===== config.mk =====
export PLATFORM = sky130hd
export DESIGN_NAME = dual_pll_divider_chain
export DESIGN_NICKNAME = d
export VERILOG_FILES = /design/src/common/pll_div_pkg.sv /design/src/common/div_cfg_if.sv /design/src/rtl/dual_pll_divider_chain.sv /design/src/rtl/ref_divider.sv /design/src/rtl/feedback_divider.sv
export SDC_FILE = /design/constraint.sdc
export NUM_CORES = 1
export LEC_CHECK = 0
export ABC_AREA = 1
export BUFFER_PORTS_ARGS = -buffer_cell sky130_fd_sc_hd__buf_2
export CAP_MARGIN = 40
export CORE_UTILIZATION = 25
export DETAILED_ROUTE_END_ITERATION = 7
export HOLD_SLACK_MARGIN = 0.03
export SLEW_MARGIN = 15
export SYNTH_ARGS = -nofsm -noshare
export SYNTH_HDL_FRONTEND = slang
export SYNTH_SLANG_ARGS = --single-unit
export TNS_END_PERCENT = 30

===== constraint.sdc =====
create_clock -name aclk -period 11.8 [get_ports aclk]
set_input_delay 2.36 -clock aclk [delete_from_list [all_inputs] [get_ports aclk]]
set_output_delay 2.36 -clock aclk [all_outputs]
set_load 0.01 [all_outputs]

===== src/common/pll_div_pkg.sv =====
// Shared constants of the dual synthesizer divider chain
package pll_div_pkg;
	localparam int NUM_SYNTH = 2;
	localparam int REF_W     = 15;
	localparam int SWALLOW_W = 7;
	localparam int BINARY_W  = 11;
	localparam int SHIFT_W   = 22;
	localparam int CFG_NUM   = 4;
	localparam int PRE_W     = 8;
	localparam int NDIV_W    = 18;
	localparam int CNT_W     = 8;
	// Serial word fields
	localparam int ADDR_LSB    = 0;
	localparam int ADDR_W      = 2;
	localparam int REF_LSB     = 2;
	localparam int SWALLOW_LSB = 2;
	localparam int BINARY_LSB  = 9;
	localparam int PRESC_BIT   = 20;
	// Prescaler moduli and smallest continuous ratios
	localparam logic [PRE_W-1:0]     BASE_LOW      = 8'h40;
	localparam logic [PRE_W-1:0]     BASE_HIGH     = 8'h80;
	localparam logic [NDIV_W-1:0]    CONT_MIN_LOW  = 18'h0_0fc0;
	localparam logic [NDIV_W-1:0]    CONT_MIN_HIGH = 18'h0_3f80;
	localparam logic [REF_W-1:0]     REF_MIN       = 15'h0003;
	localparam logic [BINARY_W-1:0]  BINARY_MIN    = 11'h003;
	localparam logic [SHIFT_W-1:0]   CFG_RESET [CFG_NUM] =
		'{22'h00_000c, 22'h00_0601, 22'h00_000e, 22'h00_0603};
	// Register bus map
	localparam int AXI_ADDR_W = 8;
	localparam int AXI_DATA_W = 32;
	localparam logic [AXI_ADDR_W-1:0] OFF_CTRL   = 8'h00;
	localparam logic [AXI_ADDR_W-1:0] OFF_STATUS = 8'h04;
	localparam logic [AXI_ADDR_W-1:0] OFF_COUNTS = 8'h08;
	localparam logic [AXI_ADDR_W-1:0] OFF_LOAD   = 8'h0c;
	localparam logic [AXI_ADDR_W-1:0] OFF_CFG    = 8'h10;
	localparam int CTRL_W        = 4;
	localparam int CTRL_PWDN_LSB = 0;
	localparam int CTRL_HOLD_LSB = 2;
	localparam logic [CTRL_W-1:0] CTRL_RESET = 4'h0;
	localparam int STAT_ADDR_LSB   = 0;
	localparam int STAT_LOADS_LSB  = 8;
	localparam int STAT_REFBAD_LSB = 16;
	localparam int STAT_FBBAD_LSB  = 18;
	localparam int STAT_ORDER_LSB  = 20;
	localparam logic [1:0] RESP_OKAY   = 2'h0;
	localparam logic [1:0] RESP_SLVERR = 2'h2;
endpackage


===== src/common/div_cfg_if.sv =====
// Divider settings of one synthesizer
`timescale 1ns/1ps
interface div_cfg_if;
	import pll_div_pkg::*;
	logic [REF_W-1:0]     ref_value;
	logic [SWALLOW_W-1:0] swallow_count_value;
	logic [BINARY_W-1:0]  binary_count_value;
	logic                 presc_high;
	logic                 hold;
	modport ctrl (output ref_value, swallow_count_value, binary_count_value, presc_high, hold);
	modport div  (input ref_value, swallow_count_value, binary_count_value, presc_high, hold);
endinterface


===== src/rtl/dual_pll_divider_chain.sv =====
// Divider chain of a dual synthesizer with serial and register access
//
// The register offsets and register access over AXI4-Lite are this design's own decisions.
`timescale 1ns/1ps
module dual_pll_divider_chain (
	// Clock and reset
	input  wire logic                             aclk,
	input  wire logic                             aresetn,
	// Write address channel
	input  wire logic [pll_div_pkg::AXI_ADDR_W-1:0] awaddr,
	input  wire logic [2:0]                       awprot,
	input  wire logic                             awvalid,
	output logic                                  awready,
	// Write data channel
	input  wire logic [pll_div_pkg::AXI_DATA_W-1:0] wdata,
	input  wire logic [3:0]                       wstrb,
	input  wire logic                             wvalid,
	output logic                                  wready,
	// Write response channel
	output logic [1:0]                            bresp,
	output logic                                  bvalid,
	input  wire logic                             bready,
	// Read address channel
	input  wire logic [pll_div_pkg::AXI_ADDR_W-1:0] araddr,
	input  wire logic [2:0]                       arprot,
	input  wire logic                             arvalid,
	output logic                                  arready,
	// Read data channel
	output logic [pll_div_pkg::AXI_DATA_W-1:0]    rdata,
	output logic [1:0]                            rresp,
	output logic                                  rvalid,
	input  wire logic                             rready,
	// Device pins
	input  wire logic                             reference_clock_input,
	input  wire logic [pll_div_pkg::NUM_SYNTH-1:0] rf_input,
	input  wire logic                             serial_clock,
	input  wire logic                             serial_data,
	input  wire logic                             latch_strobe,
	// Phase comparator inputs
	output logic [pll_div_pkg::NUM_SYNTH-1:0]     comparison_ref,
	output logic [pll_div_pkg::NUM_SYNTH-1:0]     comparison_fb
);
	import pll_div_pkg::*;

	localparam int PIN_N = NUM_SYNTH + 4;

	// Pin synchronisers and edge detection
	logic [PIN_N-1:0]         pins;
	logic [PIN_N-1:0]         sync1_q;
	logic [PIN_N-1:0]         sync2_q;
	logic [PIN_N-1:0]         sync3_q;
	logic [PIN_N-1:0]         rise;
	logic                     ref_tick;
	logic [NUM_SYNTH-1:0]     rf_tick;
	logic                     sclk_rise;
	logic                     strobe_rise;
	logic                     data_bit;

	assign pins = {latch_strobe, serial_data, serial_clock, rf_input, reference_clock_input};

	always_ff @(posedge aclk) begin
		if (!aresetn) begin
			sync1_q <= '0;
			sync2_q <= '0;
			sync3_q <= '0;
		end else begin
			sync1_q <= pins;
			sync2_q <= sync1_q;
			sync3_q <= sync2_q;
		end
	end

	assign rise        = sync2_q & ~sync3_q;
	assign ref_tick    = rise[0];
	assign rf_tick     = rise[NUM_SYNTH:1];
	assign sclk_rise   = rise[NUM_SYNTH+1];
	assign data_bit    = sync2_q[NUM_SYNTH+2];
	assign strobe_rise = rise[NUM_SYNTH+3];

	// Serial shift register and control registers
	logic [SHIFT_W-1:0] shift_q;
	logic [SHIFT_W-1:0] cfg_q [CFG_NUM];
	logic [ADDR_W-1:0]  last_addr_q;
	logic [CNT_W-1:0]   loads_q;
	logic               soft_load;
	logic [SHIFT_W-1:0] soft_word;
	logic               load_en;
	logic [SHIFT_W-1:0] load_word;

	always_ff @(posedge aclk) begin
		if (!aresetn) begin
			shift_q <= '0;
		end else if (sclk_rise) begin
			shift_q <= {shift_q[SHIFT_W-2:0], data_bit};
		end
	end

	// A strobe from the pins wins over a bus load in the same cycle
	assign load_en   = strobe_rise || soft_load;
	assign load_word = strobe_rise ? shift_q : soft_word;

	always_ff @(posedge aclk) begin
		if (!aresetn) begin
			for (int i = 0; i < CFG_NUM; i++) begin
				cfg_q[i] <= CFG_RESET[i];
			end
		end else if (load_en) begin
			cfg_q[load_word[ADDR_LSB +: ADDR_W]] <= load_word;
		end
	end

	always_ff @(posedge aclk) begin
		if (!aresetn) begin
			last_addr_q <= '0;
		end else if (load_en) begin
			last_addr_q <= load_word[ADDR_LSB +: ADDR_W];
		end
	end

	always_ff @(posedge aclk) begin
		if (!aresetn) begin
			loads_q <= '0;
		end else if (load_en) begin
			loads_q <= loads_q + CNT_W'(1);
		end
	end

	// Control register
	logic [CTRL_W-1:0]    ctrl_q;
	logic [NUM_SYNTH-1:0] ref_bad;
	logic [NUM_SYNTH-1:0] fb_bad;
	logic [NUM_SYNTH-1:0] order_bad;

	// Per synthesizer settings and dividers
	for (genvar s = 0; s < NUM_SYNTH; s++) begin : gen_synth
		div_cfg_if             cfg_bus ();
		logic [NDIV_W-1:0]     n_total;
		logic [NDIV_W-1:0]     cont_min;

		assign cfg_bus.ref_value           = cfg_q[2*s][REF_LSB +: REF_W];
		assign cfg_bus.swallow_count_value = cfg_q[2*s+1][SWALLOW_LSB +: SWALLOW_W];
		assign cfg_bus.binary_count_value  = cfg_q[2*s+1][BINARY_LSB +: BINARY_W];
		assign cfg_bus.presc_high          = cfg_q[2*s+1][PRESC_BIT];
		assign cfg_bus.hold = ctrl_q[CTRL_PWDN_LSB + s] || ctrl_q[CTRL_HOLD_LSB + s];

		// Ratio checks for status only
		assign n_total = NDIV_W'(cfg_bus.presc_high ? BASE_HIGH : BASE_LOW)
			* NDIV_W'(cfg_bus.binary_count_value)
			+ NDIV_W'(cfg_bus.swallow_count_value);
		assign cont_min = cfg_bus.presc_high ? CONT_MIN_HIGH : CONT_MIN_LOW;
		assign ref_bad[s] = cfg_bus.ref_value < REF_MIN;
		assign fb_bad[s]  = cfg_bus.binary_count_value < BINARY_MIN;
		assign order_bad[s] = (n_total < cont_min)
			&& (cfg_bus.binary_count_value
				< BINARY_W'(cfg_bus.swallow_count_value));

		ref_divider u_ref (
			.aclk    (aclk),
			.aresetn (aresetn),
			.tick    (ref_tick),
			.cfg     (cfg_bus),
			.pulse   (comparison_ref[s])
		);

		feedback_divider u_fb (
			.aclk    (aclk),
			.aresetn (aresetn),
			.rf_tick (rf_tick[s]),
			.cfg     (cfg_bus),
			.pulse   (comparison_fb[s])
		);
	end

	// Comparison pulse counters, wrapping
	logic [CNT_W-1:0] ref_cnt_q [NUM_SYNTH];
	logic [CNT_W-1:0] fb_cnt_q  [NUM_SYNTH];

	always_ff @(posedge aclk) begin
		if (!aresetn) begin
			for (int s = 0; s < NUM_SYNTH; s++) begin
				ref_cnt_q[s] <= '0;
			end
		end else begin
			for (int s = 0; s < NUM_SYNTH; s++) begin
				if (comparison_ref[s]) begin
					ref_cnt_q[s] <= ref_cnt_q[s] + CNT_W'(1);
				end
			end
		end
	end

	always_ff @(posedge aclk) begin
		if (!aresetn) begin
			for (int s = 0; s < NUM_SYNTH; s++) begin
				fb_cnt_q[s] <= '0;
			end
		end else begin
			for (int s = 0; s < NUM_SYNTH; s++) begin
				if (comparison_fb[s]) begin
					fb_cnt_q[s] <= fb_cnt_q[s] + CNT_W'(1);
				end
			end
		end
	end

	// Register bus: write path
	logic                  aw_held_q;
	logic [AXI_ADDR_W-1:0] awaddr_q;
	logic                  w_held_q;
	logic [AXI_DATA_W-1:0] wdata_q;
	logic [3:0]            wstrb_q;
	logic                  bvalid_q;
	logic [1:0]            bresp_q;
	logic                  do_write;
	logic [AXI_ADDR_W-1:0] wr_addr;

	assign awready  = !aw_held_q && !bvalid_q;
	assign wready   = !w_held_q && !bvalid_q;
	assign do_write = aw_held_q && w_held_q && !bvalid_q;
	assign wr_addr  = {awaddr_q[AXI_ADDR_W-1:2], 2'h0};

	always_ff @(posedge aclk) begin
		if (!aresetn) begin
			aw_held_q <= 1'b0;
			awaddr_q  <= '0;
		end else if (awvalid && awready) begin
			aw_held_q <= 1'b1;
			awaddr_q  <= awaddr;
		end else if (do_write) begin
			aw_held_q <= 1'b0;
		end
	end

	always_ff @(posedge aclk) begin
		if (!aresetn) begin
			w_held_q <= 1'b0;
			wdata_q  <= '0;
			wstrb_q  <= '0;
		end else if (wvalid && wready) begin
			w_held_q <= 1'b1;
			wdata_q  <= wdata;
			wstrb_q  <= wstrb;
		end else if (do_write) begin
			w_held_q <= 1'b0;
		end
	end

	always_ff @(posedge aclk) begin
		if (!aresetn) begin
			bvalid_q <= 1'b0;
			bresp_q  <= RESP_OKAY;
		end else if (do_write) begin
			bvalid_q <= 1'b1;
			bresp_q  <= (wr_addr == OFF_CTRL || wr_addr == OFF_LOAD) ? RESP_OKAY : RESP_SLVERR;
		end else if (bready) begin
			bvalid_q <= 1'b0;
		end
	end

	assign bvalid = bvalid_q;
	assign bresp  = bresp_q;

	always_ff @(posedge aclk) begin
		if (!aresetn) begin
			ctrl_q <= CTRL_RESET;
		end else if (do_write && wr_addr == OFF_CTRL && wstrb_q[0]) begin
			ctrl_q <= wdata_q[CTRL_W-1:0];
		end
	end

	// Bus load of a whole word needs the three low byte lanes
	assign soft_load = do_write && wr_addr == OFF_LOAD && (wstrb_q[2:0] == 3'h7);
	assign soft_word = wdata_q[SHIFT_W-1:0];

	// Register bus: read path
	logic                  rvalid_q;
	logic [AXI_DATA_W-1:0] rdata_q;
	logic [1:0]            rresp_q;
	logic [AXI_DATA_W-1:0] rd_data;
	logic                  rd_ok;
	logic [AXI_ADDR_W-1:0] rd_addr;

	assign arready = !rvalid_q;
	assign rd_addr = {araddr[AXI_ADDR_W-1:2], 2'h0};

	always_comb begin
		rd_data = '0;
		rd_ok   = 1'b1;
		if (rd_addr == OFF_CTRL) begin
			rd_data[CTRL_W-1:0] = ctrl_q;
		end else if (rd_addr == OFF_STATUS) begin
			rd_data[STAT_ADDR_LSB +: ADDR_W]     = last_addr_q;
			rd_data[STAT_LOADS_LSB +: CNT_W]     = loads_q;
			rd_data[STAT_REFBAD_LSB +: NUM_SYNTH] = ref_bad;
			rd_data[STAT_FBBAD_LSB +: NUM_SYNTH]  = fb_bad;
			rd_data[STAT_ORDER_LSB +: NUM_SYNTH]  = order_bad;
		end else if (rd_addr == OFF_COUNTS) begin
			rd_data = {fb_cnt_q[1], ref_cnt_q[1], fb_cnt_q[0], ref_cnt_q[0]};
		end else if (rd_addr[AXI_ADDR_W-1:4] == OFF_CFG[AXI_ADDR_W-1:4]) begin
			rd_data[SHIFT_W-1:0] = cfg_q[rd_addr[3:2]];
		end else begin
			rd_ok = 1'b0;
		end
	end

	always_ff @(posedge aclk) begin
		if (!aresetn) begin
			rvalid_q <= 1'b0;
		end else if (arvalid && arready) begin
			rvalid_q <= 1'b1;
		end else if (rready) begin
			rvalid_q <= 1'b0;
		end
	end

	always_ff @(posedge aclk) begin
		if (!aresetn) begin
			rdata_q <= '0;
			rresp_q <= RESP_OKAY;
		end else if (arvalid && arready) begin
			rdata_q <= rd_data;
			rresp_q <= rd_ok ? RESP_OKAY : RESP_SLVERR;
		end
	end

	assign rvalid = rvalid_q;
	assign rdata  = rdata_q;
	assign rresp  = rresp_q;
endmodule


===== src/rtl/ref_divider.sv =====
// Reference divider of one synthesizer
`timescale 1ns/1ps
module ref_divider (
	// Clock and reset
	input  wire logic aclk,
	input  wire logic aresetn,
	// Reference edge enable
	input  wire logic tick,
	// Settings
	div_cfg_if.div    cfg,
	// Comparison reference pulse
	output logic      pulse
);
	import pll_div_pkg::*;

	logic [REF_W-1:0] cnt_q;
	logic             pulse_q;

	always_ff @(posedge aclk) begin
		if (!aresetn || cfg.hold) begin
			cnt_q <= '0;
		end else if (tick) begin
			if (cnt_q == '0) begin
				cnt_q <= cfg.ref_value - REF_W'(1);
			end else begin
				cnt_q <= cnt_q - REF_W'(1);
			end
		end
	end

	always_ff @(posedge aclk) begin
		if (!aresetn) begin
			pulse_q <= 1'b0;
		end else begin
			pulse_q <= tick && (cnt_q == '0) && !cfg.hold;
		end
	end

	assign pulse = pulse_q;
endmodule


===== src/rtl/feedback_divider.sv =====
// Dual-modulus prescaler with swallow and binary counters
`timescale 1ns/1ps
module feedback_divider (
	// Clock and reset
	input  wire logic aclk,
	input  wire logic aresetn,
	// Synthesizer input edge enable
	input  wire logic rf_tick,
	// Settings
	div_cfg_if.div    cfg,
	// Comparison feedback pulse
	output logic      pulse
);
	import pll_div_pkg::*;

	logic [PRE_W-1:0]     pre_q;
	logic [SWALLOW_W-1:0] swallow_q;
	logic [BINARY_W-1:0]  binary_q;
	logic                 pulse_q;
	logic [PRE_W-1:0]     modulus;
	logic                 presc_tick;

	// Base plus one while swallowing, base afterwards
	assign modulus = (cfg.presc_high ? BASE_HIGH : BASE_LOW)
		+ PRE_W'(swallow_q != '0);
	assign presc_tick = rf_tick && (pre_q == modulus - PRE_W'(1));

	always_ff @(posedge aclk) begin
		if (!aresetn || cfg.hold) begin
			pre_q <= '0;
		end else if (presc_tick) begin
			pre_q <= '0;
		end else if (rf_tick) begin
			pre_q <= pre_q + PRE_W'(1);
		end
	end

	always_ff @(posedge aclk) begin
		if (!aresetn || cfg.hold) begin
			swallow_q <= cfg.swallow_count_value;
			binary_q  <= cfg.binary_count_value;
		end else if (presc_tick) begin
			if (binary_q <= BINARY_W'(1)) begin
				swallow_q <= cfg.swallow_count_value;
				binary_q  <= cfg.binary_count_value;
			end else begin
				binary_q <= binary_q - BINARY_W'(1);
				if (swallow_q != '0) begin
					swallow_q <= swallow_q - SWALLOW_W'(1);
				end
			end
		end
	end

	always_ff @(posedge aclk) begin
		if (!aresetn) begin
			pulse_q <= 1'b0;
		end else begin
			pulse_q <= presc_tick && (binary_q <= BINARY_W'(1)) && !cfg.hold;
		end
	end

	assign pulse = pulse_q;
endmodule


## After elaboration in Yosys (flattened, before gate mapping)

Memory sizes are Yosys's and may differ from the RTL's.
Cells that the tools add are included.

| word-level totals | value |
|---|---|
| bits in registers | 213 |
| output and inout bits | 45 |
| memories | 3 |
| memory bits (writable) | 120 |
| logic and storage cells | 201 |

Memory list:

| memory | words | bits a word | rd ports | clocked after memory_dff | wr ports | line | source |
|---|---|---|---|---|---|---|---|
| cfg_q | 4 | 22 | 5 | 0 | 4 | dual_pll_divider_chain.sv:82 | `logic [SHIFT_W-1:0] cfg_q [CFG_NUM];` |
| fb_cnt_q | 2 | 8 | 2 | 0 | 2 | dual_pll_divider_chain.sv:176 | `logic [CNT_W-1:0] fb_cnt_q [NUM_SYNTH];` |
| ref_cnt_q | 2 | 8 | 2 | 0 | 2 | dual_pll_divider_chain.sv:175 | `logic [CNT_W-1:0] ref_cnt_q [NUM_SYNTH];` |

| cells by class | value |
|---|---|
| $add $sub $neg | 21 |
| reduce and logical (&&, ||, !) cells | 55 |
| bitwise operators | 6 |
| muxes and demuxes | 68 |
| eq/ne operators | 7 |
| multiply operators | 2 |
| order comparisons | 10 |

Operators by type and width:

| operator | number |
|---|---|
| 22-bit 2-to-1 mux | 4 |
| 11-bit 2-to-1 mux | 6 |
| 8-bit 2-to-1 mux | 8 |
| 15-bit by 1-bit subtractor with 15-bit output (second input constant) | 4 |
| 8-bit by 1-bit adder with 8-bit output (second input constant) | 7 |
| 7-bit 2-to-1 mux | 8 |
| 14-bit 2-to-1 mux | 3 |
| 18-bit by 7-bit adder with 18-bit output | 2 |
| 18-bit by 14-bit less-than comparator with 1-bit output | 2 |
| 8-bit by 11-bit multiplier with 18-bit output | 2 |
| 15-bit logical NOT | 2 |
| 15-bit by 2-bit less-than comparator with 1-bit output (second input constant) | 2 |
| 15-bit 2-to-1 mux | 2 |
| 1-bit 2-to-1 mux | 28 |
| 28-bit 2-to-1 mux | 1 |
| 1-bit logical AND | 23 |
| 11-bit by 1-bit less-or-equal comparator with 1-bit output (second input constant) | 2 |
| 11-bit by 2-bit less-than comparator with 1-bit output (second input constant) | 2 |
| 11-bit by 7-bit less-than comparator with 1-bit output | 2 |
| 22-bit OR reduction | 1 |
| 11-bit by 1-bit subtractor with 11-bit output (second input constant) | 2 |
| 10-bit 2-to-1 mux | 2 |
| 8-bit by 1-bit adder with 8-bit output | 2 |
| 8-bit equality test | 2 |
| 20 further kinds | 50 |

## Longest topological paths before layout

Gate-level depths: netlist of the first run.

| logic depth | value |
|---|---|
| depth after elaboration | 10 |
| gate-level depth with buffers | 24 |
| gate-level depth less buffers | 22 |

## Modules after synthesis

A second synthesis of the first run with hierarchy kept.

| unflattened totals | value |
|---|---|
| cell total of the unflattened synthesis | 2417 |
| area total of the unflattened synthesis | 18786.8 um^2 |

Modules (own cells, without submodules):

| module | times used | area each (um^2) | sequential area each (um^2) | cells an instance |
|---|---|---|---|---|
| dual_pll_divider_chain | 1 | 12630.9 | 6045.8 | 1542 |
| feedback_divider | 2 | 1830.5 | 720.7 | 237 |
| ref_divider at gen_synth[1].u_ref | 1 | 1287.5 | 320.3 | 204 |
| ref_divider at gen_synth[0].u_ref | 1 | 1207.4 | 320.3 | 197 |

## Least setup slack after synthesis of the first run

OpenSTA, ideal clock, no wires.

| timing | value |
|---|---|
| kind | input-to-reg |
| start | input port aresetn |
| end | memory cfg_q[3][0] (enable) |
| path slack | 6.955 ns |
| path buffers | 1 |
| stages on the path | 6 |
| arrival time | 4.417 ns |
| data required time | 11.371 ns |
| path through | buf_2 -> nand2_4 -> inv_4 -> nand2_4 -> inv_2 -> nor3_1 |

RTL lines:

| item | line | source |
|---|---|---|
| start, declared | dual_pll_divider_chain.sv:8 | `input wire logic aresetn,` |
| end, declared | dual_pll_divider_chain.sv:82 |  |

## Worst setup path after layout of the first run

| timing | value |
|---|---|
| start | input port araddr[2] (netlist name) |
| end | register rdata_q[21], in the netlist rdata[21] |

| between the ends | value |
|---|---|
| longest elaborated chain between the ends | 5 |

RTL lines:

| item | line | source |
|---|---|---|
| start, declared | dual_pll_divider_chain.sv:24 | `input wire logic [pll_div_pkg::AXI_ADDR_W-1:0] araddr,` |
| memory 4 x 22 bit | - |  |
| 22-bit 2-to-1 mux | dual_pll_divider_chain.sv:299 | `end else if (rd_addr[AXI_ADDR_W-1:4] == OFF_CFG[AXI_ADDR_W-1:4]) begin` |
| 22-bit 2-to-1 mux | dual_pll_divider_chain.sv:297 | `end else if (rd_addr == OFF_COUNTS) begin` |
| 14-bit 2-to-1 mux | dual_pll_divider_chain.sv:291 | `end else if (rd_addr == OFF_STATUS) begin` |
| 28-bit 2-to-1 mux * | dual_pll_divider_chain.sv:289 | `if (rd_addr == OFF_CTRL) begin` |
| end signal, assigned | dual_pll_divider_chain.sv:321 | `rdata_q <= rd_data;` |
| end, declared | dual_pll_divider_chain.sv:277 | `logic [AXI_DATA_W-1:0] rdata_q;` |

Mark *: on every way between the ends. The rest lies on a longest branch, timed or not.
A chain may end at the register's enable or synchronous reset.

==> tab_implementation.tex, run 1 <==
\begin{tabular}{lr}
\hline
Metric & Value \\
\hline
\multicolumn{2}{l}{\textbf{Timing}} \\
\quad Final-report setup violation count & 0 \\
\quad Slew at the pin closest to its max-slew limit & between 0.8 and 0.9 ns \\
\quad Number of max-slew violations in the final report & 0 \\
\quad Final clock period utilization by the worst path & 0.362 \\
\quad Max-Slew Margin vs Limit & 0.412 \\
\quad Total Neg Setup Slack & 0 ns \\
\quad Final critical delay including setup and external delays & $\sim$4.3 ns \\
\quad Fmax achieved & 234 MHz \\
\quad RSZ-0062 raised after global routing & no \\
\quad Largest clock skew in the final design & approximately 0.034 ns \\
\quad Count of endpoints failing hold in the final timing report & 0 \\
\multicolumn{2}{l}{\textbf{Detailed routing}} \\
\quad Vias per cell & 4.48 \\
\quad Drt total wl & $\sim$48000 microns \\
\quad Average wire per cell in the routed design & 14.3 microns \\
\quad ANT nets after route & 0 \\
\quad Vias & approximately 15000 \\
\quad Iteration count of the initial detailed-routing pass & 8 \\
\quad Detailed-route DRC error count & 0 \\
\quad Detailed Route Iter0 Violations & $\sim$1000 \\
\multicolumn{2}{l}{\textbf{Run status}} \\
\quad Status & finished clean \\
\multicolumn{2}{l}{\textbf{Clock network}} \\
\quad Number of buffers added for setup after CTS & 0 \\
\quad Latest clock arrival within the worst-skew pair & slightly below 0.6 ns \\
\quad Level count of the clock H-tree & 2 \\
\quad Cells resized by post-CTS repair & 0 \\
\quad CTS tree & yes \\
\quad Clock Tree Buf Depth & 3 \\
\quad CTS sink count & approximately 330 \\
\quad Clock-pin transition on the worst setup and hold timing paths & 0.06 ns \\
\quad CTS root buf & clkbuf\_16 \\
\quad Number of hold buffers added after cts & 0 \\
\quad Number of CTS-inserted buffers & 37 \\
\multicolumn{2}{l}{\textbf{Synthesis}} \\
\quad Top cell type's share of synthesized area & 0.261 \\
\quad Area share of xor/xnor cells in the synthesized design & 0.0229 \\
\quad Synthesis warning total & 0 \\
\quad Biggest area consumer among synthesized cells & edfxtp\_1 \\
\quad Distinct cells, synth & 50 \\
\quad Dominant combinational cell family by area after synthesis & simple AND/OR/NAND/NOR gates \\
\quad Share of synthesized cell area in full adder, half adder and majority cells & 0.0697 \\
\quad Gate count of the mapped netlist & $\sim$2300 \\
\quad Synthesized-area fraction occupied by ao, oa, aoi and oai cells & 0.135 \\
\quad Multiplexer area fraction after synthesis & 0.00390 \\
\quad Post-Synth Simple-Gate Area & 0.230 \\
\quad Part of the Yosys area used for sequential elements & 0.453 \\
\quad Number of flip-flops and latches in the synthesized netlist & around 330 \\
\quad Avg Synthesized Cell Area & approximately 8 sq um \\
\quad Ranking of synthesized cells by area & edfxtp\_1, dfxtp\_1, nand2\_1, ha\_1, nor2\_1 \\
\quad Area of the mapped netlist & 18000 sq um \\
\multicolumn{2}{l}{\textbf{Global routing}} \\
\quad Global-route wire length before repair & 76300 microns \\
\quad Initial antenna violation count & 3 \\
\quad Largest net degree at the start of global routing & 81 \\
\quad Total routing resource utilization after global routing & 0.131 \\
\quad Vias in the first global route & between 10000 and 15000 \\
\quad Overflow left after global routing & 0 \\
\multicolumn{2}{l}{\textbf{Worst setup path}} \\
\quad Max incr delay on CP & 0.53 ns \\
\quad Capture instance of the worst register-to-register path & rdata[21] \\
\quad WP data required & about 12 ns \\
\quad Buffer and inverter count on the worst path & 3 \\
\quad CP startpoint kind & input port \\
\quad Data arrival time of the critical path & around 4.8 ns \\
\quad CP max FO & 42 \\
\quad Kind of cell with the highest combined delay on the critical path & simple AND/OR/NAND/NOR gates \\
\quad Launch point of the worst reg-to-reg path & cfg\_q[3][20] \\
\quad Critical Path End Type & register \\
\quad Cells traversed along the worst timing path & buf\_2 > inv\_2 > nor2\_8 > inv\_2 > nor2\_8 > nand2\_2 > nor2\_1 > nand3\_1 > nor3\_2 > nand4\_1 > a21oi\_1 \\
\quad Reg2reg setup slack & between 7 and 8 ns \\
\quad Cell count of the worst reg-to-reg path & 18 \\
\quad Path type of the worst setup path & in2reg \\
\quad Cell type of the slowest stage on the worst timing path & buf\_2 \\
\multicolumn{2}{l}{\textbf{Die}} \\
\quad Die height & about 270 microns \\
\quad Cell Rows & 97 \\
\quad Die footprint & around 73000 sq um \\
\quad Core Footprint & approximately 71000 sq um \\
\quad Top-level port count & around 120 \\
\quad Chip width & 270 microns \\
\quad Initial core utilization & 0.255 \\
\multicolumn{2}{l}{\textbf{Worst hold path}} \\
\quad Worst hold path depth & 2 \\
\quad Startpoint of the most critical hold path & sync1\_q[0] \\
\quad Class of the most critical hold timing path & reg2reg \\
\quad Worst Hold Path EP & sync2\_q[0] \\
\multicolumn{2}{l}{\textbf{Pwr}} \\
\quad Power per standard cell area & between 100 and 150 nW/um\^{}2 \\
\quad Leakage power & around 9 nW \\
\quad Highest ir drop seen on vdd & between 0.1 and 0.15 mV \\
\multicolumn{2}{l}{\textbf{Job}} \\
\quad Count of max-cap constraint violations & 0 \\
\multicolumn{2}{l}{\textbf{Final layout}} \\
\quad Layout cell share with drive strength beyond 1 & 0.0921 \\
\quad Area of the multi-input gates & about 8400 sq um \\
\quad Layout overhead on the synthesized area & 15.0\% \\
\quad Layout filler cell count & approximately 7500 \\
\quad Post-route core utilization & 0.293 \\
\quad Number of non-filler instances in the completed layout & 3350 \\
\quad Post-layout net count & approximately 2600 \\
\quad Antenna diode instance count & 0 \\
\quad Combined flip-flop and latch cell area & 8130 sq um \\
\multicolumn{2}{l}{\textbf{Place}} \\
\quad DP HPWL & between 30000 and 40000 microns \\
\quad IO buf count & roughly 90 \\
\quad Weighted congestion at the end of routability-driven global placement & 0.868 \\
\quad Total instance count after detailed placement & 3281 \\
\hline
\end{tabular}
==> state kept, by name, summed over array words and instances (netlist names), 4 cells and up <==
signal and cells:
gen_synth.u_fb.binary_q 22, awaddr_q 6, gen_synth.u_fb.pre_q 16, gen_synth.u_ref.cnt_q 30, sync1_q 6, ctrl_q 4
cfg_q 88, wdata_q 22, rdata 32, shift_q 22, gen_synth.u_fb.swallow_q 14, sync3_q 5
loads_q 8, fb_cnt_q 16, ref_cnt_q 16, sync2_q 6
==> cell families (layout without fill, tap and decap cells) <==
group | Yosys count | after routing
xor gates and xnor gates | 47 | 47
DFF | 328 | 328
AOI/OAI and AO/OA | 450 | 450
other | 2 | 21
muxes | 7 | 7
adders and majority gates | 100 | 100
buffers and inverters | 391 | 491
and+or+nand+nor | 966 | 966
==> through the flow <==
stage | power (mW) | hold WS [ns] | worst slack [ns] | cell area [sq um]
floorplan | 1.65 | 0.390 | 6.95 | 18000
finish | 2.86 | 0.415 | 7.53 | 20600
detailed placement | 1.76 | 0.400 | 6.94 | 19500
CTS | 2.89 | 0.414 | 7.48 | 20600
global placement | 1.76 | 0.397 | 6.93 | 19400
global route | 3.01 | 0.443 | 7.15 | 20600
==> worst max path at each step <==
| stage | startpoint | endpoint | slack (ns) | cells after the start |
|---|---|---|---|---|
| final | araddr[2] | rdata[21] | 7.53 | 11 |
| after global routing | cfg_q[3][20] | rdata[21] | 7.15 | 19 |
| after CTS | cfg_q[3][20] | rdata[21] | 7.48 | 18 |
| after detailed placement | araddr[2] | rdata[21] | 6.94 | 11 |
| after global placement | araddr[2] | rdata[21] | 6.93 | 11 |
| after floorplan | aresetn | cfg_q[3][0] | 6.95 | 6 |
==> layer usage <==
metal,wire [microns],part of all wire,track usage,vias up
li1,-,-,-,7693
met1,21700,0.45,0.172,6840
met2,21900,0.46,0.215,383
met3,2720,0.057,0.0204,78
met4,1500,0.031,0.0475,2
met5,17,0.00036,0,-
==> cell type report <==
type,count,share of cell area
sequential,328,0.394
clock inverter,12,0.00539
clock buffer,56,0.0504
timing repair buffer,111,0.0310
tap,940,0.0570
inverter,312,0.0569
multi-input combinational,1591,0.406
==> synthesized netlist by cell type (all sizes together) <==
cell type / count
a2111o: 1
a2111oi: 1
a211oi: 2
a21oi: 168
a22o: 1
a22oi: 13
a31o: 1
a31oi: 9
and3: 2
buf: 28
clkbuf: 51
conb: 2
dfxtp: 172
edfxtp: 156
ha: 100
inv: 312
mux2i: 7
nand2: 464
nand3: 78
nand3b: 11
nand4: 23
nor2: 332
nor3: 25
nor3b: 10
nor4: 11
o211a: 2
o211ai: 4
o21a: 4
o21ai: 218
o21bai: 9
o221ai: 9
o22ai: 5
o31ai: 3
or2: 10
xnor2: 20
xor2: 27
==> tightest hold or removal path, stage by stage, from the launching register on <==
cell	delay, ns
dfxtp_1	0.30
nand2_1	0.05
inv_1	0.04
==> report_power, final <==
part	switching (mW)	total [mW]	internal, mW	leakage, nW
registers	0.0422	1.30	1.25	2.98
clock network	0.482	1.12	0.637	0.558
logic	0.302	0.448	0.147	5.45
total	0.826	2.86	2.04	8.99
==> cells in the final DEF (no fill, tap or decap), drive strengths merged, types with 20 or more instances in the layout <==
cell | synthesis | final
nand2 | 464 | 464
nor2 | 332 | 332
inv | 312 | 314
o21ai | 218 | 218
dfxtp | 172 | 172
a21oi | 168 | 168
edfxtp | 156 | 156
buf | 28 | 110
ha | 100 | 100
nand3 | 78 | 78
clkbuf | 51 | 56
xor2 | 27 | 27
nor3 | 25 | 25
nand4 | 23 | 23
conb | 2 | 21
xnor2 | 20 | 20
No activity file was read; power rests on OpenSTA's default activity.
==> run 2: changes to the inputs <==
==> constraint.sdc (replaced) <==
create_clock -name aclk -period 4.4 [get_ports aclk]
set_input_delay 0.88 -clock aclk [delete_from_list [all_inputs] [get_ports aclk]]
set_output_delay 0.88 -clock aclk [all_outputs]
set_load 0.01 [all_outputs]
==> run 2 against run 1 <==
Cell count increased by 0.21%. Non-clock buffer count up 5. Core utilization up 0.17 points. Clock skew fell by 0.010 ns. Worst hold slack lost 0.0020 ns. Sequential share of layout area decreased by 0.23 points. Cell area is 0.58% higher. Clock power grew to 2.9 times the previous value. First-iteration DRC count down 5.2%. Critical path type is now reg2reg.
==> tab_implementation.tex, run 2 (synthesis gave the netlist of run 1 again) <==
\begin{tabular}{lr}
\hline
Metric & Value \\
\hline
\multicolumn{2}{l}{\textbf{Global routing}} \\
\quad Initial antenna violation count & 2 (-1) \\
\quad Largest net degree at the start of global routing & 75 (-7.4\%) \\
\quad GR met1 Demand/Resource & 0.177 (+0.00461) \\
\quad Global route hottest layer & met2 \\
\quad Overflow left after global routing & 0 (unchanged) \\
\quad Global-route wire length before repair & 78300 microns (+2.5\%) \\
\quad GR met3 Demand/Resource & 0.0227 (+0.00222) \\
\quad Vias in the first global route & 14400 (+2.5\%) \\
\quad Total routing resource utilization after global routing & 0.133 (+0.00276) \\
\quad GR met2 Demand/Resource & 0.214 (-0.000338) \\
\multicolumn{2}{l}{\textbf{Timing}} \\
\quad Max-Slew Margin vs Limit & 0.431 (+0.0185) \\
\quad Final clock period utilization by the worst path & 0.879 \\
\quad Fmax achieved & 259 MHz \\
\quad RSZ-0062 raised after global routing & no \\
\quad Final-report setup violation count & 0 (unchanged) \\
\quad Number of max-slew violations in the final report & 0 (unchanged) \\
\quad Count of endpoints failing hold in the final timing report & 0 (unchanged) \\
\quad Final critical delay including setup and external delays & roughly 3.9 ns \\
\quad Slew at the pin closest to its max-slew limit & 0.853 ns (-0.0219 ns) \\
\quad Total Neg Setup Slack & 0 ns (unchanged) \\
\quad Largest clock skew in the final design & 0.0242 ns (-0.0102 ns) \\
\multicolumn{2}{l}{\textbf{Detailed routing}} \\
\quad Detailed-route DRC error count & 0 (unchanged) \\
\quad Iteration count of the initial detailed-routing pass & 5 (-3) \\
\quad Drt total wl & 48500 microns (+1.3\%) \\
\quad Vias & 15100 (+0.42\%) \\
\quad Vias per cell & 4.49 (+0.21\%) \\
\quad Detailed Route Iter0 Violations & 974 (-5.2\%) \\
\quad Average wire per cell in the routed design & 14.4 microns (+1.1\%) \\
\quad ANT nets after route & 0 (unchanged) \\
\multicolumn{2}{l}{\textbf{Pwr}} \\
\quad Internal portion of total power & 5.67 mW (+180\%) \\
\quad Highest ir drop seen on vdd & 0.237 mV (+130\%) \\
\quad Portion of total power attributed to sequential cells & 0.438 (-0.015) \\
\quad Reported net switching power & 2.27 mW (+170\%) \\
\quad Power per standard cell area & 382 nW/um\^{}2 (+180\%) \\
\quad Clock share of power & 0.409 (+0.018) \\
\quad Part of the total power dissipated in combinational logic & 0.153 (-0.004) \\
\quad Switching share of power & 0.286 (-0.00262) \\
\quad Leakage power & 9.05 nW (+0.71\%) \\
\multicolumn{2}{l}{\textbf{Final layout}} \\
\quad Post-layout net count & 2558 (+0.24\%) \\
\quad Antenna diode instance count & 0 (unchanged) \\
\quad Number of non-filler instances in the completed layout & 3357 (+0.21\%) \\
\quad Max FFs per register & 88 (unchanged) \\
\quad Reg with most FFs & cfg\_q \\
\quad Layout cell share with drive strength beyond 1 & 0.0989 (+0.00677) \\
\quad Layout overhead on the synthesized area & 15.6\% \\
\quad Post-route core utilization & 0.294 (+0.00170) \\
\quad Highest-count cells in the layout ignoring fill and taps & nand2\_1, nor2\_1, inv\_1 \\
\quad Leading cell type in the layout, fill and taps excluded & nand2\_1 \\
\quad Layout filler cell count & 7521 (-0.080\%) \\
\multicolumn{2}{l}{\textbf{Worst setup path}} \\
\quad CP max FO & 11 (-74\%) \\
\quad CP startpoint kind & register \\
\quad Cell count of the worst reg-to-reg path & 19 (+1) \\
\quad Cell mode on critical path & ha\_1 \\
\quad Buffer and inverter count on the worst path & 1 (-2) \\
\quad Max incr delay on CP & 0.54 ns (about the same) \\
\quad Critical Path End Type & register \\
\quad Path type of the worst setup path & reg2reg \\
\quad WP data required & 4.90 ns (-7.40 ns) \\
\quad Cells traversed along the worst timing path & nand2\_1 > inv\_1 > ha\_1 > ha\_1 > ha\_1 > ha\_1 > ha\_1 > nand2\_1 > o21bai\_1 > xor2\_1 > ha\_1 > nand2\_1 > and3\_1 > nand2\_1 > nor2\_1 > nand3\_1 > nor3\_2 > nand4\_1 > a21oi\_1 \\
\quad Kind of cell with the highest combined delay on the critical path & adder cells \\
\quad Critical path depth & 19 (+8) \\
\quad Data arrival time of the critical path & 4.37 ns (-0.41 ns) \\
\quad Cell type of the slowest stage on the worst timing path & edfxtp\_1 \\
\multicolumn{2}{l}{\textbf{Clock network}} \\
\quad Number of hold buffers added after cts & 0 (unchanged) \\
\quad CTS root buf & clkbuf\_16 \\
\quad Cells resized by post-CTS repair & 0 (unchanged) \\
\quad Clock-pin transition on the worst setup and hold timing paths & 0.07 ns (about the same) \\
\quad CTS sink count & 328 (unchanged) \\
\quad Clock Tree Buf Depth & 3 (unchanged) \\
\quad Latest clock arrival within the worst-skew pair & 0.57 ns (about the same) \\
\quad Level count of the clock H-tree & 2 (unchanged) \\
\quad Number of buffers added for setup after CTS & 0 (unchanged) \\
\quad CTS tree & yes \\
\quad Number of CTS-inserted buffers & 38 (+2.7\%) \\
\multicolumn{2}{l}{\textbf{Worst hold path}} \\
\quad Class of the most critical hold timing path & reg2reg \\
\quad Worst hold path depth & 2 (unchanged) \\
\multicolumn{2}{l}{\textbf{Die}} \\
\quad Top-level port count & 116 (unchanged) \\
\quad Core Footprint & 70500 sq um (unchanged) \\
\quad Cell Rows & 97 (unchanged) \\
\quad Initial core utilization & 0.255 (unchanged) \\
\quad Chip width & 270 microns (unchanged) \\
\quad Die height & 270 microns (unchanged) \\
\quad Die footprint & 72900 sq um (unchanged) \\
\multicolumn{2}{l}{\textbf{Place}} \\
\quad Total instance count after detailed placement & 3287 (+0.18\%) \\
\quad DP HPWL & 36000 microns (+1.1\%) \\
\quad Weighted congestion at the end of routability-driven global placement & 0.906 (+4.3\%) \\
\quad IO buf count & 92 (unchanged) \\
\multicolumn{2}{l}{\textbf{Job}} \\
\quad Count of max-cap constraint violations & 0 (unchanged) \\
\multicolumn{2}{l}{\textbf{Run status}} \\
\quad Status & finished clean \\
\hline
\end{tabular}
## run 2: power by group through the flow
stage | registers (mW) | clock network (mW) | logic, mW
after floorplan | 3.50 | 0 | 0.921
after global placement | 3.54 | 0 | 1.19
after detailed placement | 3.54 | 0 | 1.20
after CTS | 3.47 | 3.33 | 1.21
after global routing | 3.49 | 3.45 | 1.39
final | 3.48 | 3.25 | 1.21
## run 2: stage by stage
step	hold WS (ns)	cell area [sq um]	setup slack, ns	total power, mW
after floorplan	0.390	18000	0.594	4.42
after global placement	0.394	19500	0.543	4.73
after detailed placement	0.402	19500	0.506	4.74
after CTS	0.416	20800	0.484	8.02
after global routing	0.446	20800	0.196	8.33
final	0.413	20800	0.533	7.93
## run 2: final cells by class
type,count,area [sq um],area share
multi-input cells,1591,8370,0.403
flip-flops and latches,328,8130,0.391
well taps,940,1180,0.0566
inverters,312,1170,0.0565
clock buffers,53,1080,0.0519
repair buffers,116,651,0.0313
clock inverters,17,188,0.00904
## run 2: worst paths after layout
path	startpoint	end	slack [ns]
min	sync1_q[5]	sync2_q[5]	0.41
max reg2reg	cfg_q[3][20]	rdata[21]	0.53
min reg2reg	sync1_q[5]	sync2_q[5]	0.41
max	cfg_q[3][20]	rdata[21]	0.53
## run 2: worst min-delay path, stage by stage, from the launching register on
cell and delay, ns:
dfxtp_1 0.30, nand2_1 0.04, inv_1 0.04
## run 2: metal layers
metal,vias to the layer above,share of wire
li1,7719,-
met3,91,0.061
met5,-,0.00045
met1,6857,0.46
met2,388,0.45
met4,4,0.036
==> run 3: changes to the inputs <==
--- a/config.mk
+++ b/config.mk
@@ -8,9 +8,12 @@
 export ABC_AREA = 1
 export BUFFER_PORTS_ARGS = -buffer_cell sky130_fd_sc_hd__buf_2
 export CAP_MARGIN = 40
+export CELL_PAD_IN_SITES_DETAIL_PLACEMENT = 0
+export CELL_PAD_IN_SITES_GLOBAL_PLACEMENT = 1
 export CORE_UTILIZATION = 25
 export DETAILED_ROUTE_END_ITERATION = 7
 export HOLD_SLACK_MARGIN = 0.03
+export PLACE_DENSITY_LB_ADDON = 0.1
 export SLEW_MARGIN = 15
 export SYNTH_ARGS = -nofsm -noshare
 export SYNTH_HDL_FRONTEND = slang
==> run 3 against run 2 <==
Cell area increased by 1.4%. Cell count increased by 0.60%. Register-to-register slack got worse by 0.03 ns. Sequential cell count unchanged. Critical path depth unchanged. Sequential power about the same. Critical path type unchanged. Critical endpoint unchanged.
==> tab_implementation.tex, run 3 (synthesis gave the netlist of run 1 again) <==
\begin{tabular}{lr}
\hline
Metric & Value \\
\hline
\multicolumn{2}{l}{\textbf{Job}} \\
\quad Count of max-cap constraint violations & 0 (unchanged) \\
\multicolumn{2}{l}{\textbf{Timing}} \\
\quad RSZ-0062 raised after global routing & no \\
\quad Final-report setup violation count & 0 (unchanged) \\
\quad Final setup margin & 0.503 ns (-0.0301 ns) \\
\quad Largest clock skew in the final design & 0.0278 ns (+0.00356 ns) \\
\quad Final clock period utilization by the worst path & 0.886 (+0.00684) \\
\quad Final critical delay including setup and external delays & 3.90 ns (+0.0301 ns) \\
\quad Fmax achieved & 257 MHz (-0.77\%) \\
\quad Max-Slew Margin vs Limit & 0.420 (-0.0108) \\
\quad Number of max-slew violations in the final report & 0 (unchanged) \\
\quad Total Neg Setup Slack & 0 ns (unchanged) \\
\quad Worst hold margin & 0.410 ns (-0.00335 ns) \\
\quad Slew at the pin closest to its max-slew limit & 0.846 ns (-0.00704 ns) \\
\quad Count of endpoints failing hold in the final timing report & 0 (unchanged) \\
\multicolumn{2}{l}{\textbf{Final layout}} \\
\quad Highest-count cells in the layout ignoring fill and taps & nand2\_1, nor2\_1, inv\_1 \\
\quad Number of non-filler instances in the completed layout & 3377 (+0.60\%) \\
\quad Layout overhead on the synthesized area & 17.2\% \\
\quad Layout cell share with drive strength beyond 1 & 0.106 (+0.00698) \\
\quad Leading cell type in the layout, fill and taps excluded & nand2\_1 \\
\quad Antenna diode instance count & 0 (unchanged) \\
\quad Post-layout net count & 2572 (+0.55\%) \\
\quad Layout filler cell count & 7672 (+2.0\%) \\
\quad Max FFs per register & 88 (unchanged) \\
\quad Reg with most FFs & cfg\_q \\
\multicolumn{2}{l}{\textbf{Global routing}} \\
\quad Overflow left after global routing & 0 (unchanged) \\
\quad Vias in the first global route & 14900 (+3.9\%) \\
\quad Largest net degree at the start of global routing & 64 (-15\%) \\
\quad Global-route wire length before repair & 89100 microns (+14\%) \\
\quad Initial antenna violation count & 2 (unchanged) \\
\quad Total routing resource utilization after global routing & 0.158 (+0.0248) \\
\multicolumn{2}{l}{\textbf{Detailed routing}} \\
\quad Vias per cell & 4.43 (-1.3\%) \\
\quad Met3 Routed Length & 2260 microns (-23\%) \\
\quad Vias & 15000 (-0.68\%) \\
\quad Drt total wl & 57800 microns (+19\%) \\
\quad Detailed-route DRC error count & 0 (unchanged) \\
\quad Average wire per cell in the routed design & 17.1 microns (+19\%) \\
\quad WL met1 & 28100 microns (+27\%) \\
\quad Top metal layer carrying routed signals & met4 \\
\quad ANT nets after route & 0 (unchanged) \\
\quad Routed met2 length & 26000 microns (+20\%) \\
\quad Detailed Route Iter0 Violations & 915 (-6.1\%) \\
\quad Iteration count of the initial detailed-routing pass & 4 (-1) \\
\multicolumn{2}{l}{\textbf{Pwr}} \\
\quad Switching share of power & 0.292 (+0.00603) \\
\quad Reported net switching power & 2.45 mW (+8.1\%) \\
\quad Highest ir drop seen on vdd & 0.230 mV (-2.8\%) \\
\quad Part of the total power dissipated in combinational logic & 0.150 (-0.003) \\
\quad Portion of total power attributed to sequential cells & 0.414 (-0.024) \\
\quad Leakage power & 9.20 nW (+1.6\%) \\
\quad Internal portion of total power & 5.95 mW (+5.0\%) \\
\quad Power per standard cell area & 399 nW/um\^{}2 (+4.4\%) \\
\quad Clock share of power & 0.436 (+0.027) \\
\multicolumn{2}{l}{\textbf{Die}} \\
\quad Cell Rows & 97 (unchanged) \\
\quad Initial core utilization & 0.255 (unchanged) \\
\quad Chip width & 270 microns (unchanged) \\
\quad Die height & 270 microns (unchanged) \\
\quad Core Footprint & 70500 sq um (unchanged) \\
\quad Top-level port count & 116 (unchanged) \\
\quad Die footprint & 72900 sq um (unchanged) \\
\multicolumn{2}{l}{\textbf{Clock network}} \\
\quad Number of CTS-inserted buffers & 44 (+16\%) \\
\quad CTS root buf & clkbuf\_16 \\
\quad Level count of the clock H-tree & 2 (unchanged) \\
\quad Clock-pin transition on the worst setup and hold timing paths & 0.06 ns (about the same) \\
\quad CTS sink count & 328 (unchanged) \\
\quad Clock Tree Buf Depth & 3 (unchanged) \\
\quad Number of hold buffers added after cts & 0 (unchanged) \\
\quad Latest clock arrival within the worst-skew pair & 0.59 ns (+0.02 ns) \\
\quad CTS tree & yes \\
\quad Number of buffers added for setup after CTS & 0 (unchanged) \\
\quad Cells resized by post-CTS repair & 0 (unchanged) \\
\multicolumn{2}{l}{\textbf{Worst setup path}} \\
\quad Worst setup path startpoint & cfg\_q[3][20] \\
\quad Data arrival time of the critical path & 4.42 ns (+0.05 ns) \\
\quad CP max FO & 15 (+4) \\
\quad Critical Path End Type & register \\
\quad Reg2reg setup slack & 0.50 ns (-0.03 ns) \\
\quad Cell count of the worst reg-to-reg path & 19 (unchanged) \\
\quad Capture instance of the worst register-to-register path & rdata[21] \\
\quad CP startpoint kind & register \\
\quad Path type of the worst setup path & reg2reg \\
\quad WP data required & 4.92 ns (+0.02 ns) \\
\quad Launch point of the worst reg-to-reg path & cfg\_q[3][20] \\
\quad Critical Path Sink & rdata[21] \\
\multicolumn{2}{l}{\textbf{Place}} \\
\quad Weighted congestion at the end of routability-driven global placement & 0.816 (-9.9\%) \\
\quad IO buf count & 92 (unchanged) \\
\quad DP HPWL & 43700 microns (+21\%) \\
\quad Total instance count after detailed placement & 3295 (+0.24\%) \\
\quad Setup slack at placement & 0.439 ns (-0.0674 ns) \\
\multicolumn{2}{l}{\textbf{Worst hold path}} \\
\quad Class of the most critical hold timing path & reg2reg \\
\multicolumn{2}{l}{\textbf{Run status}} \\
\quad Status & finished clean \\
\hline
\end{tabular}
run 3: area by class of cell:
| type | instances | area (sq um) | area share |
|---|---|---|---|
| clock inverter | 18 | 176 | 0.00838 |
| timing repair buffer | 124 | 723 | 0.0344 |
| tap | 940 | 1180 | 0.0559 |
| inverter | 312 | 1170 | 0.0558 |
| multi-input combinational | 1591 | 8370 | 0.398 |
| clock buffer | 64 | 1300 | 0.0618 |
| sequential | 328 | 8130 | 0.386 |
run 3: worst min path at each step:
| stage | startpoint | endpoint | cells after the start |
|---|---|---|---|
| after global placement | sync1_q[1] | sync2_q[1] | 2 |
| after global routing | sync1_q[1] | sync2_q[1] | 2 |
| after CTS | sync1_q[1] | sync2_q[1] | 2 |
| final | sync1_q[2] | sync2_q[2] | 2 |
| after floorplan | sync1_q[0] | sync2_q[0] | 2 |
| after detailed placement | sync1_q[1] | sync2_q[1] | 2 |
run 3: per-layer routing:
metal	track usage	vias to the layer above
met4	0.0449	0
met3	0.0253	82
met2	0.257	233
li1	-	7742
met5	0	-
met1	0.216	6899
run 3: worst max-delay path, stage by stage, from the launching register on:
cell	delay [ns]
edfxtp_1	0.45
buf_4	0.23
o21ai_0	0.26
nor2_1	0.09
ha_1	0.28
ha_1	0.29
ha_1	0.36
nand2_1	0.08
nand2_1	0.11
o21bai_1	0.19
xor2_1	0.16
ha_1	0.29
nand2_1	0.05
and3_1	0.14
nand2_1	0.05
nor2_1	0.10
nand3_1	0.09
nor3_2	0.10
nand4_1	0.29
a21oi_1	0.22
run 3: metrics by stage:
stage / power (mW) / util / instance area, sq um
5_1_grt: 8.87 / 0.298 / 21000
6_report: 8.40 / 0.298 / 21000
2_1_floorplan: 4.42 / - / 18000
3_3_place_gp: 4.82 / 0.277 / 19500
3_5_place_dp: 4.82 / 0.278 / 19600
4_1_cts: 8.56 / 0.298 / 21000
run 3: power groups by stage:
| stage | Combinational [mW] | Clock, mW | Sequential (mW) |
|---|---|---|---|
| final | 1.26 | 3.66 | 3.47 |
| after global routing | 1.46 | 3.92 | 3.50 |
| after CTS | 1.29 | 3.79 | 3.48 |
| after detailed placement | 1.28 | 0 | 3.54 |
| after global placement | 1.28 | 0 | 3.54 |
| after floorplan | 0.921 | 0 | 3.50 |
